--- config.mk ---
export PLATFORM = sky130hd
export DESIGN_NAME = pwm_cycle_config
export DESIGN_NICKNAME = d
export VERILOG_FILES = /design/src/pkg/pwm_cycle_pkg.sv /design/src/pwm_ovf_detect.sv /design/src/pwm_cycle_config.sv
export SDC_FILE = /design/constraint.sdc
export NUM_CORES = 1
export LEC_CHECK = 0
export ABC_CLOCK_PERIOD_IN_PS = 1900
export CORE_ASPECT_RATIO = 0.8
export CORE_MARGIN = 1
export CORE_UTILIZATION = 55
export DETAILED_ROUTE_END_ITERATION = 12
export DONT_BUFFER_PORTS = 1
export PLACE_DENSITY = 0.79
export SYNTH_ARGS = -nofsm -noshare
export SYNTH_HDL_FRONTEND = slang
export SYNTH_HIERARCHICAL = 1
export SYNTH_SLANG_ARGS = --single-unit
--- constraint.sdc ---
create_clock -name clk_sys -period 1.9 [get_ports clk_sys]
set_input_delay 0.19 -clock clk_sys [delete_from_list [all_inputs] [get_ports clk_sys]]
set_output_delay 0.19 -clock clk_sys [all_outputs]
set_load 0.05 [all_outputs]
--- src/pkg/pwm_cycle_pkg.sv ---
// shared constants and types for the pwm cycle configuration block
package pwm_cycle_pkg;
  localparam logic [7:0] CFG_ADDR = 8'h00_D9;
  localparam int NUM_MODULES = 6;
  localparam int BIT_RELOAD_SEL = 7;
  localparam int BIT_OVF_IE = 6;
  localparam int BIT_OVF_FLAG = 5;
  localparam int BIT_CLSEL_LO = 0;
  localparam logic [7:0] CFG_RESET = 8'h00_00;
  localparam logic [7:0] CFG_WRITE_MASK = 8'h00_E3;
  localparam logic [1:0] CLSEL_8 = 2'h0;
  localparam logic [1:0] CLSEL_9 = 2'h1;
  localparam logic [1:0] CLSEL_10 = 2'h2;
  localparam logic [1:0] CLSEL_11 = 2'h3;

  typedef struct packed {
    logic        pwm_en;
    logic        wide_pwm_enable;
  } module_mode_s;

  typedef struct packed {
    logic        wr;
    logic        rd;
    logic [7:0]  addr;
    logic [7:0]  wdata;
  } sfr_req_s;
endpackage

--- src/pwm_ovf_detect.sv ---
// picks the counter bit that marks one pwm cycle and reports its overflow
module pwm_ovf_detect
  import pwm_cycle_pkg::*;
(
  // clock and reset
  input wire logic clk_sys,
  input wire logic srst,
  // counter
  input wire logic [15:0] count,
  input wire logic count_tick,
  input wire logic [1:0] cycle_length_select,
  // event
  output logic ovf_pulse
);
  logic [10:0] low_mask;
  logic wrap;

  // cycle length 8..11 bits from the select code
  assign low_mask = (cycle_length_select == CLSEL_8)  ? 11'h0_0FF :
                    (cycle_length_select == CLSEL_9)  ? 11'h0_1FF :
                    (cycle_length_select == CLSEL_10) ? 11'h0_3FF :
                                                        11'h7_FF; // [RULE8] [RULE10]
  // overflow of the chosen bit: low bits all ones as the counter steps
  assign wrap = count_tick && ((count[10:0] & low_mask) == low_mask); // [RULE5]

  always_ff @(posedge clk_sys) begin
    if (srst) begin
      ovf_pulse <= 1'b0;
    end else begin
      ovf_pulse <= wrap;
    end
  end
endmodule

--- src/pwm_cycle_config.sv ---
// pwm cycle configuration register, overflow flag and auto-reload steering
// Operation
// RULE1: select bit routes compare accesses to reload storage
// RULE2: reload value loads compare in 9-11 bit pwm
// RULE3: reload storage has no effect otherwise
// RULE4: interrupt request while flag and enable set
// RULE5: flag set on overflow of selected bit
// RULE6: hardware or software sets flag, software clears
// RULE7: bits four to two read zero, ignore writes
// RULE8: codes 00/01/10 give 8/9/10 bit cycle
// RULE9: cycle length applies to non-16-bit pwm channels
// RULE10: code 11 gives 11 bit cycle
// RULE11: per-module wide enable picks 16-bit pwm
module pwm_cycle_config
  import pwm_cycle_pkg::*;
#(
  parameter int MODULES = NUM_MODULES
) (
  // clock and reset
  input wire logic clk_sys,
  input wire logic srst,
  // special function register bus
  input wire sfr_req_s sfr_req,
  input wire logic compare_select,
  input wire logic [$clog2(MODULES)-1:0] compare_index,
  input wire logic compare_high,
  output logic [7:0] rdata,
  output logic cfg_hit,
  // counter array side
  input wire logic [15:0] count,
  input wire logic count_tick,
  input wire module_mode_s [MODULES-1:0] module_mode,
  // outputs
  output logic [1:0] cycle_length_select,
  output logic [MODULES-1:0] uses_shared_length,
  output logic [MODULES-1:0] reload_strobe,
  output logic [MODULES-1:0][15:0] module_compare_register,
  output logic irq_request
);
  logic [7:0] cfg_reg;
  logic [7:0] cfg_next;
  logic [MODULES-1:0][15:0] reload_reg;
  logic [MODULES-1:0][15:0] compare_reg;
  logic ovf_pulse;
  logic cfg_wr;
  logic cmp_wr;
  logic reload_sel;
  logic [7:0] rd_mux;
  logic [MODULES-1:0] pwm_short;

  assign reload_sel = cfg_reg[BIT_RELOAD_SEL];
  assign cfg_wr = sfr_req.wr && sfr_req.addr == CFG_ADDR;
  assign cmp_wr = sfr_req.wr && compare_select;

  pwm_ovf_detect u_ovf (
    .clk_sys(clk_sys),
    .srst(srst),
    .count(count),
    .count_tick(count_tick),
    .cycle_length_select(cfg_reg[BIT_CLSEL_LO +: 2]),
    .ovf_pulse(ovf_pulse)
  );

  // flag: set wins over a software clear in the same cycle
  assign cfg_next = cfg_wr ?
    ((sfr_req.wdata & CFG_WRITE_MASK) | ({7'h00, ovf_pulse} << BIT_OVF_FLAG)) : // [RULE7] [RULE6]
    (cfg_reg | ({7'h00, ovf_pulse} << BIT_OVF_FLAG)); // [RULE5] [RULE6]

  // channels in short pwm follow the shared cycle length
  generate
    for (genvar m = 0; m < MODULES; m++) begin : g_mode
      assign pwm_short[m] = module_mode[m].pwm_en && !module_mode[m].wide_pwm_enable; // [RULE11] [RULE9]
    end
  endgenerate

  // read path: compare or reload storage at the same address
  assign rd_mux = (sfr_req.addr == CFG_ADDR) ? cfg_reg :
    compare_select ? (reload_sel ?
      (compare_high ? reload_reg[compare_index][15:8] : reload_reg[compare_index][7:0]) :
      (compare_high ? compare_reg[compare_index][15:8] : compare_reg[compare_index][7:0])) :
    8'h00; // [RULE1]

  always_ff @(posedge clk_sys) begin
    if (srst) begin
      cfg_reg <= CFG_RESET;
    end else begin
      cfg_reg <= cfg_next;
    end
  end

  always_ff @(posedge clk_sys) begin
    if (srst) begin
      rdata <= 8'h00;
      cfg_hit <= 1'b0;
      irq_request <= 1'b0;
      cycle_length_select <= CLSEL_8;
      uses_shared_length <= '0;
    end else begin
      rdata <= sfr_req.rd ? rd_mux : 8'h00;
      cfg_hit <= sfr_req.addr == CFG_ADDR && (sfr_req.rd || sfr_req.wr);
      irq_request <= cfg_next[BIT_OVF_FLAG] && cfg_next[BIT_OVF_IE]; // [RULE4]
      cycle_length_select <= cfg_next[BIT_CLSEL_LO +: 2]; // [RULE8] [RULE9]
      uses_shared_length <= pwm_short; // [RULE9]
    end
  end

  // compare/reload storage and reload on cycle overflow
  always_ff @(posedge clk_sys) begin
    if (srst) begin
      reload_reg <= '0;
      compare_reg <= '0;
      reload_strobe <= '0;
    end else begin
      for (int m = 0; m < MODULES; m++) begin
        reload_strobe[m] <= 1'b0;
        if (ovf_pulse && pwm_short[m] && cfg_reg[BIT_CLSEL_LO +: 2] != CLSEL_8) begin
          compare_reg[m] <= reload_reg[m]; // [RULE2] [RULE3]
          reload_strobe[m] <= 1'b1;
        end
      end
      if (cmp_wr && reload_sel) begin // [RULE1]
        if (compare_high) reload_reg[compare_index][15:8] <= sfr_req.wdata;
        else reload_reg[compare_index][7:0] <= sfr_req.wdata;
      end else if (cmp_wr) begin // [RULE1]
        if (compare_high) compare_reg[compare_index][15:8] <= sfr_req.wdata;
        else compare_reg[compare_index][7:0] <= sfr_req.wdata;
      end
    end
  end

  always_ff @(posedge clk_sys) begin
    if (srst) begin
      module_compare_register <= '0;
    end else begin
      module_compare_register <= compare_reg;
    end
  end
endmodule

==> summary by stage <==
Status
The final reports fail on hold timing. The run finished, with violations left.

Synth
Counting flops with an async set or reset pin after synthesis yields a share of 0%. The number of nets produced by synthesis is around 1,400. The number of enable flip-flop cells after synthesis is 0. The area share of the largest cell type after synthesis is 48.1%. Counting every instance in the synthesized netlist gives 1,306. The cell area that synthesis handed to floorplanning was 13,200 µm². The netlist uses 65 different library cells. Yosys instantiated no cell more often than sky130_fd_sc_hd__dfxtp_1. The per-instance average area after synthesis is a little over 10 µm². The dominant register cell in the synthesized netlist is sky130_fd_sc_hd__dfxtp_1. The number of storage elements in the synthesis netlist is ~320. The commonest cells after synthesis are sky130_fd_sc_hd__dfxtp_1, sky130_fd_sc_hd__mux2i_1, sky130_fd_sc_hd__nor2_1.

The count of warnings emitted by yosys is 6. Of all cell types, the one taking the most synthesized area is sky130_fd_sc_hd__dfxtp_1. Sequential cells were found to cover 48.1% of the synthesized design area.

Sorting the synthesized cells by area gives the leading types as sky130_fd_sc_hd__dfxtp_1, sky130_fd_sc_hd__mux2i_1, sky130_fd_sc_hd__nor2_1, sky130_fd_sc_hd__a211oi_1, sky130_fd_sc_hd__nor2b_1.

Timing
Measured against its own limit, the worst slew margin works out to 50.9%. The number of failing setup endpoints in the final timing report is 0. The final critical path takes up 98.8% of the cycle. For the final database, setup skew stands at roughly 0.021 ns. The final number of hold-violating endpoints is around 190. The number of max-slew violations in the final report is 0. The maximum clock rate is 0.533 GHz.

Final hold analysis gives a worst-case slack of -0.244 ns. Setup repair after global routing left no endpoint under its margin. The final critical path time including I/O delays and setup is 1.88 ns. At the pin with the least slew margin, the transition time is around 0.73 ns.

Routing
Dividing the detail-routed wire length by the instance count gives 24.4 µm. For this block, the routed nets add up to 42,500 µm of wire. The number of routed nets with antenna violations is 0. The number of vias per cell is 6.17. In this run, the number of DRC markers left after iteration 0 of detailed routing was around 1,400.

Before antenna repair, the detailed router went through 5 iterations. The total via count in the routed design is roughly 11,000. After detailed routing, the number of remaining DRC violations is 0.

Clock network
Clock-pin slew was measured on the worst setup and hold paths at 0.07 ns. TritonCTS built the clock tree. The largest buffer count on any clock path is 3. The TritonCTS sink count is approximately 320. For the worst-skew pair, the clock arrives at the later sink with an insertion delay of 0.52 ns. The clock buffer count from CTS is 34. The number of H-tree levels is 2.

The clock root buffer is sky130_fd_sc_hd__clkbuf_16.

Pwr
The clock share of power is 46.1%. The switching share of power is 22.6%. The internal power is 10.4 mW. The analysis attributes to cell leakage a power of 5.87 nW. In this run the power spent charging and discharging nets is ~3.0 mW. IR analysis of the VDD net gives a maximum drop of between 0.6 and 0.7 mV. Total power for the finished layout comes to 13.5 mW. The part of the power in registers is 50.4%. The power density over the cells is 854 nW/µm².

Combinational logic is responsible for about 3.6% of the overall power.

Worst setup path
The longest individual stage delay on the worst path is 0.62 ns. The path type of the worst setup path is in2reg. The cell that appears most often on the critical path is sky130_fd_sc_hd__dlygate4sd3_1. The top cell family by delay on the critical path is buffers and inverters. The critical path contains buffers and inverters numbering 3 combined. The worst register-to-register path has a setup slack of 0.05 ns. The startpoint type of the worst setup path is a primary input. The worst-path cell with the longest stage delay is sky130_fd_sc_hd__dlygate4sd3_1. The required arrival time at the worst endpoint is 2.34 ns. In this run the worst path has a maximum fanout of 1. The kind of end point of the critical path is a flip-flop. Data on the critical path arrives at its endpoint at 2.32 ns. Traced cell by cell, the critical path runs through dlygate4sd3_1, nand3_1, dlygate4sd3_1, a2111oi_2, dlygate4sd3_1.

Cells and area
In the final layout, the multi-input gates occupy 6260 µm². The number of diodes is 0. The filler cells instantiated in the layout total 1,762.

The area growth from synthesis to layout is 20.1%. At the end of the flow the core is filled with cells to between 60% and 70%. The register cell area after layout is 6330 µm². Cells with a size suffix above 1 make up 11.3% of the layout. The cell area after layout is 15,800 µm². In the final design database the tool counted between 1,000 and 1,500 nets.

Die
The I/O pin total is 174. The floorplan step defined a die boundary enclosing 24,600 µm². The area inside the core boundary is roughly 23,000 µm². In this run the core area contains 50 standard-cell rows.

The initial core utilization is approximately 56%. From bottom edge to top edge, the die measures 140 µm. The width of the die is ~170 µm.

Global route
Global routing used 33.4% of the available tracks. The via count of the first global-routing pass is 10,211. The first-pass GRT wire length is roughly 62,000 µm. The initial antenna violation count was 0.

Entering global routing, the biggest net connects 305 pins. Summed over all layers, the global routing overflow is 0.

Placed design
The placed standard-cell area is 13,300 µm². The number of port buffers is 0. The HPWL reported at the end of detailed placement is approximately 27,000 µm.

The final weighted congestion in routability-driven placement is ~1.

Min path
The min-delay analysis places its worst path in the category in2reg.

Flow run
The number of maximum-capacitance constraint violations is 0.
power groups by stage:
| stage | sequential [mW] | clock, mW | combinational (mW) |
|---|---|---|---|
| 2_1_floorplan | 6.92 | 0 | 0.430 |
| 3_3_place_gp | 6.94 | 0 | 0.271 |
| 3_5_place_dp | 6.94 | 0 | 0.274 |
| 4_1_cts | 6.80 | 6.24 | 0.337 |
| 5_1_grt | 6.80 | 6.58 | 0.500 |
| 6_report | 6.80 | 6.22 | 0.479 |
logic make-up after synthesis:
logic type      after synthesis  share of synthesized area (%)
simple gates                408                           15.3
flops                       316                           48.1
mux                         255                           20.4
compound gates              208                           11.6
buf+inv                     119                           4.54
layer usage:
metal | routed length (µm) | vias to the layer above | track usage [%]
met5 | 0 | - | 0
met4 | 984 | 0 | 8.92
met3 | 4700 | 74 | 6.68
met2 | 18900 | 578 | 52.3
met1 | 17900 | 5266 | 47.0
li1 | - | 4814 | -
cell type report:
type	count	share of cell area [%]
sequential	316	40.0
multi-input combinational	871	39.6
timing repair buffer	176	11.2
clock buffer	49	6.12
tap	312	2.47
clock inverter	9	0.451
inverter	6	0.142
placed cells by master, fill, tap and decap left out, types with 7 or more instances in the layout:
cell type                       count
sky130_fd_sc_hd__dfxtp_1          316
sky130_fd_sc_hd__mux2i_1          220
sky130_fd_sc_hd__nor2_1           217
sky130_fd_sc_hd__dlygate4sd3_1    128
sky130_fd_sc_hd__nor2b_1          106
sky130_fd_sc_hd__a211oi_1         100
sky130_fd_sc_hd__buf_4             38
sky130_fd_sc_hd__clkbuf_16         34
sky130_fd_sc_hd__nand2_1           30
sky130_fd_sc_hd__mux2_2            26
sky130_fd_sc_hd__a21oi_1           24
sky130_fd_sc_hd__o21ai_0           15
sky130_fd_sc_hd__a22oi_1           13
sky130_fd_sc_hd__nand2b_1          11
sky130_fd_sc_hd__nor2_4            10
sky130_fd_sc_hd__buf_12            10
sky130_fd_sc_hd__clkbuf_1           9
sky130_fd_sc_hd__mux4_2             8
sky130_fd_sc_hd__o221ai_1           8
sky130_fd_sc_hd__a221o_1            7
per-stage QoR:
step	setup WS, ns	TNS, ns	instances	hold WS, ns
floorplan	0.323	0	1306	0.340
global placement	0.0561	0	1545	0.276
detailed placement	-0.0701	-0.737	1545	0.279
CTS	0.0526	0	1731	-0.250
global route	0.0118	0	1739	-0.177
finish	0.0233	0	1739	-0.244
path summary, 6_finish.rpt:
kind                                               endpoint  cells after the start                   startpoint
worst max-delay path             u_ovf/ovf_pulse$_SDFF_PP0_                      5                     count[0]
worst min-delay path             compare_reg[93]$_SDFF_PP0_                      1                         srst
worst max register to register          rdata[7]$_SDFF_PP0_                      5   compare_reg[23]$_SDFF_PP0_
worst min register to register  reload_reg[63]$_SDFFE_PP0P_                      2  reload_reg[63]$_SDFFE_PP0P_
timing repair:
action                                  CTS  global route
endpoints found under the hold margin   316           192
hold buffers                            128             8
gates resized for setup                   3             2
endpoints found under the setup margin   23            16
cloned                                    0             0
setup buffers                             0             0
(Power assumes the default switching activity.)
